--- src/rtl/timer_master_trigger_pkg.sv ---
package timer_master_trigger_pkg;

    // Register byte addresses on the Wishbone slave
    localparam logic [3:0] addr_control_two   = 4'h0;
    localparam logic [3:0] addr_channel_write = 4'h4;
    localparam logic [3:0] addr_channel_live  = 4'h8;
    localparam logic [3:0] addr_status        = 4'hc;

    // Field positions of timer_control_two
    localparam int pos_preload     = 0;
    localparam int pos_reserved    = 1;
    localparam int pos_update_sel  = 2;
    localparam int pos_dma_select  = 3;
    localparam int pos_mode_lsb    = 4;
    localparam int pos_xor_select  = 7;

    localparam logic [15:0] control_two_reset   = 16'h0000;
    localparam logic [15:0] control_two_wmask   = 16'h00fd;

    // Master mode encodings
    localparam logic [2:0] mode_reset     = 3'h0;
    localparam logic [2:0] mode_enable    = 3'h1;
    localparam logic [2:0] mode_update    = 3'h2;
    localparam logic [2:0] mode_cmp_pulse = 3'h3;
    localparam logic [2:0] mode_ref_one   = 3'h4;
    localparam logic [2:0] mode_ref_two   = 3'h5;
    localparam logic [2:0] mode_ref_three = 3'h6;
    localparam logic [2:0] mode_ref_four  = 3'h7;

    // Per channel: output enable, complement enable, 3-bit output mode
    localparam int channel_bits = 5;
    localparam int channel_count = 4;
    localparam logic [19:0] channel_reset = 20'h00000;

    // Trigger output lag behind a trigger-input driven enable
    localparam int sync_delay_cycles = 1;

    typedef struct packed {
        logic       xor_select;
        logic [2:0] mode;
        logic       dma_select;
        logic       update_select;
        logic       preload;
    } control_two_t;

    typedef struct packed {
        logic [3:0] compare_reference;
        logic [3:0] channel_event;
        logic       channel_one_event;
        logic       update_event;
        logic       counter_run_bit;
        logic       gated_trigger;
        logic       trigger_reset;
        logic       master_slave_sync;
        logic       trigger_input;
    } timer_events_t;

    typedef struct packed {
        logic       timer_input_one;
        logic       trigger_output;
        logic       dma_request;
        logic       counter_run_signal;
    } timer_outputs_t;

endpackage

--- src/rtl/timer_master_trigger_control.sv ---
// Implementation choices: the address map and register access over Wishbone.
`timescale 1ns/1ns
// How it works
// - XOR select high feeds input one with pins 1^2^3, else pin 1.
// - Mode 001 puts counter run signal on trigger output.
// - Counter run signal is run bit OR gated trigger input.
// - Trigger-driven enable lags on trigger out unless sync mode set.
// - Mode 010 pulses trigger out on each update event.
// - Mode 011 pulses trigger out on every channel-one flag set.
// - Modes 100..111 drive trigger out from compare reference 1..4.
// - DMA select high requests compare value transfer on update.
// - DMA select low requests transfer on each channel event.
// - Preload with update select high loads on commutation or trigger rise.
// - Preload with update select low loads only on commutation bit.
// - Preload high keeps channel bits in shadow until commutation.
// - Preload low applies channel bit writes at once.
module timer_master_trigger_control #(
    parameter int channels = 4
) (
    input  wire logic                                  clock,
    input  wire logic                                  resetn,
    input  wire logic                                  wb_cyc_i,
    input  wire logic                                  wb_stb_i,
    input  wire logic                                  wb_we_i,
    input  wire logic [3:0]                            wb_adr_i,
    input  wire logic [3:0]                            wb_sel_i,
    input  wire logic [31:0]                           wb_dat_i,
    output logic [31:0]                                wb_dat_o,
    output logic                                       wb_ack_o,
    output logic                                       wb_err_o,
    input  wire logic [2:0]                            channel_pins,
    input  wire logic                                  software_update_generate,
    input  wire logic                                  commutation_bit,
    input  wire timer_master_trigger_pkg::timer_events_t events,
    output timer_master_trigger_pkg::timer_outputs_t   outputs,
    output logic [channels*5-1:0]                      channel_active
);

    localparam int cw = channels * timer_master_trigger_pkg::channel_bits;

    timer_master_trigger_pkg::control_two_t control;
    logic [cw-1:0] channel_write;
    logic          trigger_input_last;
    logic [15:0]   next_control;
    logic [31:0]   next_channel;
    logic          commutation;
    logic          run_now;
    logic          next_trigger;
    logic          lagged_run;
    logic          bus_request;

    function automatic logic [15:0] pack_control(
        input timer_master_trigger_pkg::control_two_t c
    );
        logic [15:0] v;
        v = 16'h0000;
        v[timer_master_trigger_pkg::pos_preload] = c.preload;
        v[timer_master_trigger_pkg::pos_update_sel] = c.update_select;
        v[timer_master_trigger_pkg::pos_dma_select] = c.dma_select;
        v[timer_master_trigger_pkg::pos_mode_lsb +: 3] = c.mode;
        v[timer_master_trigger_pkg::pos_xor_select] = c.xor_select;
        return v;
    endfunction

    function automatic logic [31:0] merge_bytes(
        input logic [31:0] old_value,
        input logic [31:0] new_value,
        input logic [3:0]  sel
    );
        logic [31:0] v;
        v = old_value;
        for (int b = 0; b < 4; b++) begin
            if (sel[b]) begin
                v[b*8 +: 8] = new_value[b*8 +: 8];
            end
        end
        return v;
    endfunction

    assign bus_request = wb_cyc_i && wb_stb_i && !wb_ack_o && !wb_err_o;

    // Register contents with the enabled byte lanes of the bus data merged in
    always_comb begin
        next_control = 16'(merge_bytes({16'h0000, pack_control(control)},
                                       wb_dat_i, wb_sel_i)) &
                       timer_master_trigger_pkg::control_two_wmask;
        next_channel = merge_bytes(32'(channel_write), wb_dat_i, wb_sel_i);
    end

    // Bus answers one cycle after the request; ack drops the next cycle
    always_ff @(posedge clock) begin
        if (!resetn) begin
            wb_ack_o <= 1'b0;
            wb_err_o <= 1'b0;
        end else if (bus_request) begin
            if (wb_adr_i == timer_master_trigger_pkg::addr_control_two ||
                wb_adr_i == timer_master_trigger_pkg::addr_channel_write ||
                wb_adr_i == timer_master_trigger_pkg::addr_channel_live ||
                wb_adr_i == timer_master_trigger_pkg::addr_status) begin
                wb_ack_o <= 1'b1;
                wb_err_o <= 1'b0;
            end else begin
                wb_ack_o <= 1'b0;
                wb_err_o <= 1'b1;
            end
        end else begin
            wb_ack_o <= 1'b0;
            wb_err_o <= 1'b0;
        end
    end

    always_ff @(posedge clock) begin
        if (!resetn) begin
            control <= '0;
        end else if (bus_request && wb_we_i &&
                     wb_adr_i == timer_master_trigger_pkg::addr_control_two)
        begin
            control.preload <=
                next_control[timer_master_trigger_pkg::pos_preload];
            control.update_select <=
                next_control[timer_master_trigger_pkg::pos_update_sel];
            control.dma_select <=
                next_control[timer_master_trigger_pkg::pos_dma_select];
            control.mode <=
                next_control[timer_master_trigger_pkg::pos_mode_lsb +: 3];
            control.xor_select <=
                next_control[timer_master_trigger_pkg::pos_xor_select];
        end
    end

    // Written channel bits: staging copy when preloaded, live otherwise
    always_ff @(posedge clock) begin
        if (!resetn) begin
            channel_write <= '0;
        end else if (bus_request && wb_we_i &&
                     wb_adr_i == timer_master_trigger_pkg::addr_channel_write)
        begin
            channel_write <= next_channel[cw-1:0];
        end
    end

    always_comb begin
        commutation = commutation_bit;
        if (control.update_select && events.trigger_input &&
            !trigger_input_last) begin
            commutation = 1'b1;
        end
    end

    always_ff @(posedge clock) begin
        if (!resetn) begin
            trigger_input_last <= 1'b0;
        end else begin
            trigger_input_last <= events.trigger_input;
        end
    end

    // Live channel bits
    always_ff @(posedge clock) begin
        if (!resetn) begin
            channel_active <= '0;
        end else if (!control.preload) begin
            channel_active <= channel_write;
        end else if (commutation) begin
            channel_active <= channel_write;
        end
    end

    // Counter run signal
    assign run_now = events.counter_run_bit || events.gated_trigger;

    // Trigger-derived enable is seen one cycle late unless sync mode is on,
    // which lets the master hold off slaves so both start on one edge.
    always_ff @(posedge clock) begin
        if (!resetn) begin
            lagged_run <= 1'b0;
        end else begin
            lagged_run <= run_now;
        end
    end

    always_comb begin
        case (control.mode)
            timer_master_trigger_pkg::mode_reset:
                next_trigger = software_update_generate ||
                               events.trigger_reset;
            timer_master_trigger_pkg::mode_enable: begin
                if (events.master_slave_sync) begin
                    next_trigger = run_now;
                end else begin
                    next_trigger = events.counter_run_bit || lagged_run;
                end
            end
            timer_master_trigger_pkg::mode_update:
                next_trigger = events.update_event;
            timer_master_trigger_pkg::mode_cmp_pulse:
                next_trigger = events.channel_one_event;
            timer_master_trigger_pkg::mode_ref_one:
                next_trigger = events.compare_reference[0];
            timer_master_trigger_pkg::mode_ref_two:
                next_trigger = events.compare_reference[1];
            timer_master_trigger_pkg::mode_ref_three:
                next_trigger = events.compare_reference[2];
            default:
                next_trigger = events.compare_reference[3];
        endcase
    end

    always_ff @(posedge clock) begin
        if (!resetn) begin
            outputs.trigger_output <= 1'b0;
            outputs.counter_run_signal <= 1'b0;
        end else begin
            outputs.trigger_output <= next_trigger;
            outputs.counter_run_signal <= run_now;
        end
    end

    always_ff @(posedge clock) begin
        if (!resetn) begin
            outputs.timer_input_one <= 1'b0;
        end else if (control.xor_select) begin
            outputs.timer_input_one <= ^channel_pins;
        end else begin
            outputs.timer_input_one <= channel_pins[0];
        end
    end

    always_ff @(posedge clock) begin
        if (!resetn) begin
            outputs.dma_request <= 1'b0;
        end else if (control.dma_select) begin
            outputs.dma_request <= events.update_event;
        end else begin
            outputs.dma_request <= |events.channel_event;
        end
    end

    always_ff @(posedge clock) begin
        if (!resetn) begin
            wb_dat_o <= 32'h00000000;
        end else if (bus_request && !wb_we_i) begin
            if (wb_adr_i == timer_master_trigger_pkg::addr_control_two) begin
                wb_dat_o <= {16'h0000, pack_control(control)};
            end else if (wb_adr_i ==
                         timer_master_trigger_pkg::addr_channel_write) begin
                wb_dat_o <= 32'(channel_write);
            end else if (wb_adr_i ==
                         timer_master_trigger_pkg::addr_channel_live) begin
                wb_dat_o <= 32'(channel_active);
            end else if (wb_adr_i == timer_master_trigger_pkg::addr_status) begin
                wb_dat_o <= {28'h0000000, outputs.timer_input_one,
                             outputs.trigger_output, outputs.dma_request,
                             outputs.counter_run_signal};
            end else begin
                wb_dat_o <= 32'h00000000;
            end
        end
    end

endmodule

--- config.mk ---
export PLATFORM = sky130hd
export DESIGN_NAME = timer_master_trigger_control
export DESIGN_NICKNAME = d
export VERILOG_FILES = /design/src/rtl/timer_master_trigger_pkg.sv /design/src/rtl/timer_master_trigger_control.sv
export SDC_FILE = /design/constraint.sdc
export NUM_CORES = 1
export LEC_CHECK = 0
export ABC_AREA = 0
export BUFFER_PORTS_ARGS = -buffer_cell sky130_fd_sc_hd__buf_2
export CAP_MARGIN = 20
export CORE_UTILIZATION = 47
export CTS_CLUSTER_SIZE = 10
export DETAILED_ROUTE_END_ITERATION = 6
export PLACE_DENSITY = 0.87
export SKIP_CTS_REPAIR_TIMING = 1
export SLEW_MARGIN = 20
export SYNTH_ARGS = -nofsm -noshare
export SYNTH_HDL_FRONTEND = slang
export SYNTH_SLANG_ARGS = --single-unit
--- constraint.sdc ---
create_clock -name clock -period 3.5 [get_ports clock]
set_clock_uncertainty 0.05 [all_clocks]
set_input_delay 0.35 -clock clock [delete_from_list [all_inputs] [get_ports clock]]
set_output_delay 0.35 -clock clock [all_outputs]
set_load 0.01 [all_outputs]
# [Word level (Yosys, flattened, before mapping)]
# Index checks and enable logic that the tools add are counted.
[totals] register_bits=86 inputBits=65 out_inout_bits=58
[op_classes] n_eq_ne=10 mux=13 n_reduce_logical=28
[op_table] operator="20-bit 2-to-1 mux" n=5
[op_table] operator="2-bit AND reduction" n=5
[op_table] operator="3-bit == test (second input constant)" n=3
[op_table] operator="1-bit logical AND" n=9
[op_table] operator="4-bit == test (second input constant)" n=2
[op_table] operator="1-bit case mux with 7 select lines" n=1
[op_table] operator="3-bit by 2-bit == test with 1-bit output (second input constant)" n=2
[op_table] operator="1-bit logical OR" n=6
[op_table] operator="1-bit 2-to-1 mux" n=6
[op_table] operator="4-bit by 3-bit == test with 1-bit output (second input constant)" n=1
[op_table] operator="1-bit logical NOT" n=4
[op_table] operator="4-bit logical NOT" n=1
[op_table] operator="4-bit 2-to-1 mux" n=1
[op_table] operator="4-bit OR reduction" n=1
[op_table] operator="3-bit by 1-bit == test with 1-bit output (second input constant)" n=1
[op_table] operator="3-bit logical NOT" n=1
[op_table] operator="3-bit parity" n=1
[op_table] operator="2-bit by 1-bit inequality test with 1-bit output (second input constant)" n=1

# [Depth between registers and ports, before layout]
[logic_depth] word_depth=6 mapped_depth=7

# [Least setup slack after synthesis]
# OpenSTA, ideal clock, no wires.
[synth_path] kind="register -> register" start="register wb_err_o" end="register wb_dat_o[1]" arrival_time_ns=1.483 required_time_ns=3.380 slack_ns=1.897 path_stages_with_launch=6 n_path_buf=1 period_less_slack_ns=1.603 path_cell_list="dfxtp_1 > and4bb_4 > nand2b_4 > buf_6 > or4_1 > a21oi_1"
[synth_via] elab_chain_cells=3
[synth_lines] element="start: declaration" line="timer_master_trigger_control.sv:30" rtl="output logic wb_err_o,"
[synth_lines] element="start signal: assignment" line="timer_master_trigger_control.sv:94" rtl="wb_err_o <= 1'b0;"
[synth_lines] element="start signal: assignment" line="timer_master_trigger_control.sv:101" rtl="wb_err_o <= 1'b0;"
[synth_lines] element="start signal: assignment" line="timer_master_trigger_control.sv:104" rtl="wb_err_o <= 1'b1;"
[synth_lines] element="1-bit logical NOT" line="timer_master_trigger_control.sv:80" rtl="assign bus_request = wb_cyc_i && wb_stb_i && !wb_ack_o && !wb_err_o;"
[synth_lines] element="1-bit logical AND" line="timer_master_trigger_control.sv:80"
[synth_lines] element="1-bit logical AND" line="timer_master_trigger_control.sv:242" rtl="end else if (bus_request && !wb_we_i) begin"
[synth_lines] element="end signal: assignment" line="timer_master_trigger_control.sv:244" rtl="wb_dat_o <= {16'h0000, pack_control(control)};"
[synth_lines] element="end signal: assignment" line="timer_master_trigger_control.sv:247" rtl="wb_dat_o <= 32'(channel_write);"
[synth_lines] element="end signal: assignment" line="timer_master_trigger_control.sv:250" rtl="wb_dat_o <= 32'(channel_active);"
[synth_lines] element="end: declaration" line="timer_master_trigger_control.sv:28" rtl="output logic [31:0] wb_dat_o,"
# Every way passes these cells.
# A chain may end at the register's enable or synchronous reset.

# [Worst setup path in the final report]
[layout_path] start="input wb_adr_i[2]" end="register channel_write[14]"
[layout_via] elab_chain_cells=3
[layout_lines] element="start: declaration" line="timer_master_trigger_control.sv:25" rtl="input wire logic [3:0] wb_adr_i,"
[layout_lines] element="4-bit by 3-bit == test with 1-bit output" line="timer_master_trigger_control.sv:136" rtl="wb_adr_i == timer_master_trigger_pkg::addr_channel_write)"
[layout_lines] element="1-bit logical AND" line="timer_master_trigger_control.sv:135" rtl="end else if (bus_request && wb_we_i &&"
[layout_lines] element="2-bit AND reduction (no line)"
[layout_lines] element="end signal: assignment" line="timer_master_trigger_control.sv:138" rtl="channel_write <= next_channel[cw-1:0];"
[layout_lines] element="end: declaration" line="timer_master_trigger_control.sv:42" rtl="logic [cw-1:0] channel_write;"
# Every way passes these cells.

==> flow_metrics.tcl <==
set metrics [dict create \
    grt_antenna_before_repair 0 \
    vias 2997 \
    nFillCells 571 \
    cp_cell_sequence "buf_2, nor4b_2, nand4_1, nand3_1, o21ai_0" \
    cts_buffers 9 \
    cp-start-kind "primary input" \
    post-route-min-period_ns 1.88 \
    rsz0062_at_grt "false" \
    avgSynthCellArea_um2 8.32 \
    place.gp.congestion 0.851 \
    grt_overflow 0 \
    syn_to_final_growth_pct 19.6 \
    root_buffer "clkbuf_8" \
    ios 123 \
    core_mm2 0.00646 \
    dp.cells 532 \
    setup_viol 0 \
    crit_type "primary input to flip-flop" \
    yosys.area.top_type "dfxtp_1" \
    die_w_um 84.5 \
    synth_top_area_share 0.464 \
    grt_max_degree 60 \
    p_leak_nw 1.75 \
    fin_util 0.592 \
    grt_usage 0.232 \
    power.density_mw_per_mm2 422 \
    post-route-drc-count 10 \
    clockBufferDepth 2 \
    synth_seq_area_share 0.464 \
    dieArea_mm2 0.00713 \
    cap_viol_max_count 0 \
    hp-class "primary input to flip-flop" \
    clock.fmax_mhz 532 \
    synth_area_leaders "dfxtp_1 46%, mux2i_1 6.9%, nand2_1 6.5%" \
    rows 29 \
    routed_wl_mm 8.08 \
    required_ns 3.66 \
    drt-initial-drc-count 291 \
    ys_seq_elements 74 \
    total_power_mw 1.61 \
    cp_slowest_cell "nand4_1" \
    slew_viol_final 0 \
    ir_worst_vdd_v 0.000208 \
    dp_hpwl_mm 5.88 \
    arrival_ns 2.04 \
    dieHeight_um 84.5 \
    violations "DRC" \
    final.setup.tns_ns 0 \
    io_buffers 97 \
    fin_cells 547 \
    final_hold_viol_count 0 \
    yosysWarnings 0 \
    relSlewSlack 0.384 \
    synth_cell_types 38 \
    end_kind "flip-flop" \
    first_global_vias 2661 \
    crit_path_max_incr_delay_ns 0.55 \
    ant_nets 0 \
    synth_area_mm2 0.00320 \
    grt_pass1_wl_mm 13.0 \
    dr.pass1.iters 7 \
    drive_above_1_share 0.260 \
    period_share 0.537 \
    initial_core_util 0.495 \
    path_clk_slew_ns 0.07 \
    htreeDepth 3 \
    clock-sinks 74 \
    crit_fanout 25 \
    synthCells 384 \
    viasPerCell 5.48 \
    worst_pin_slew_ns 0.922 \
    layout.nets 531 \
    outcome "complete, but fails checks" \
    cts_tree "yes" \
    timing.final.ws_setup_ns 1.62 \
    clkLatencyLatePin_ns 0.35 \
    wire_per_inst_um 14.8 \
    n_antenna_cell 0 \
    dp_slack_ns 1.33 \
]
-- routing by layer --
metal / track usage / vias to the layer above / share of wire
met2: 0.348 / 128 / 0.44
met4: 0.106 / 0 / 0.024
li1: - / 1473 / -
met3: 0.0590 / 18 / 0.088
met1: 0.314 / 1378 / 0.45
met5: 0 / - / 0
-- metrics by stage --
step	hold slack, ns	area [um^2]
after floorplan	0.395	3240
after global placement	0.387	3640
after detailed placement	0.391	3640
after CTS	0.174	3820
after global routing	0.192	3820
final	0.175	3820
-- power by group --
| group | total, mW | switching [mW] | internal, mW |
|---|---|---|---|
| Combinational | 0.118 | 0.0749 | 0.0434 |
| Sequential | 0.854 | 0.00519 | 0.849 |
| Clock | 0.639 | 0.296 | 0.343 |
-- cell families (layout without fill, tap and decap cells) --
group,Yosys count,count (layout),share of synthesized area
and+or+nand+nor,151,151,0.225
AOI/OAI and AO/OA,86,86,0.157
DFF,74,74,0.464
buffers and inverters,47,122,0.0760
muxes,23,23,0.0724
xor gates and xnor gates,2,2,0.00548
other,1,12,0.00117
-- critical path, delay by kind of cell --
family	cells	cell delay, ns
AOI/OAI and AO/OA	1	0.11
buffers and inverters	1	0.32
and+or+nand+nor	3	1.25
-- worst paths after layout --
kind	to	startpoint	cells after the start	slack, ns
hold / removal	trigger_input_last$_SDFF_PN0_	events[0]	2	0.17
setup / recovery	channel_write[14]$_SDFFE_PN0P_	wb_adr_i[2]	5	1.62
setup reg to reg	channel_write[14]$_SDFFE_PN0P_	wb_err_o$_SDFF_PN0_	4	1.73
hold reg to reg	wb_dat_o[12]$_SDFFE_PN0P_	wb_dat_o[12]$_SDFFE_PN0P_	2	0.40
-- cells in the final DEF, fill, tap and decap left out, types with 2 or more instances in the layout --
cell      instances
buf_2            97
dfxtp_1          74
nand2_1          55
nand3_1          39
o21ai_0          39
nor2_1           33
a21oi_1          24
mux2i_1          22
a22o_1           12
conb_1           12
clkbuf_8         10
nand4_1           6
inv_1             5
buf_4             5
nor2b_1           4
o22ai_1           3
or3_1             2
a31oi_1           2
and4_1            2
xor2_1            2
clkbuf_1          2
clkinv_2          2
-- flip-flops by register name, summed over array words and instances, names as in the netlist --
register	flops
wb_err_o	1
channel_write	20
control	7
channel_active	20
outputs	4
trigger_input_last	1
wb_ack_o	1
wb_dat_o	20
-- final cells by class --
class	count	area, um^2	area share
tap	77	96.3	0.0252
clock buffer	12	145	0.0380
sequential	74	1480	0.388
multi-input combinational	274	1520	0.397
inverter	5	18.8	0.00491
clock inverter	3	40.0	0.0105
timing repair buffer	102	523	0.137
-- cell usage after synthesis, drive strengths merged --
cell type and n:
nand4 6, o21ai 40, buf 23, and4 2, and4bb 1, dfxtp 74
clkbuf 19, a21oi 24, and2 1, conb 1, and3b 1, a22o 12
or4 1, nand3 39, o22ai 3, a31oi 2, nand2 55, nor2 33
a2bb2oi 1, or3 2, o21a 1, a221o 1, or2 1, nor4b 1
nand2b 1, nor2b 4, nor3b 1, nor4 2, mux2i 22, mux2 1
a2111oi 1, xor2 2, o221ai 1, inv 5
No activity file was read; power rests on OpenSTA's default activity.
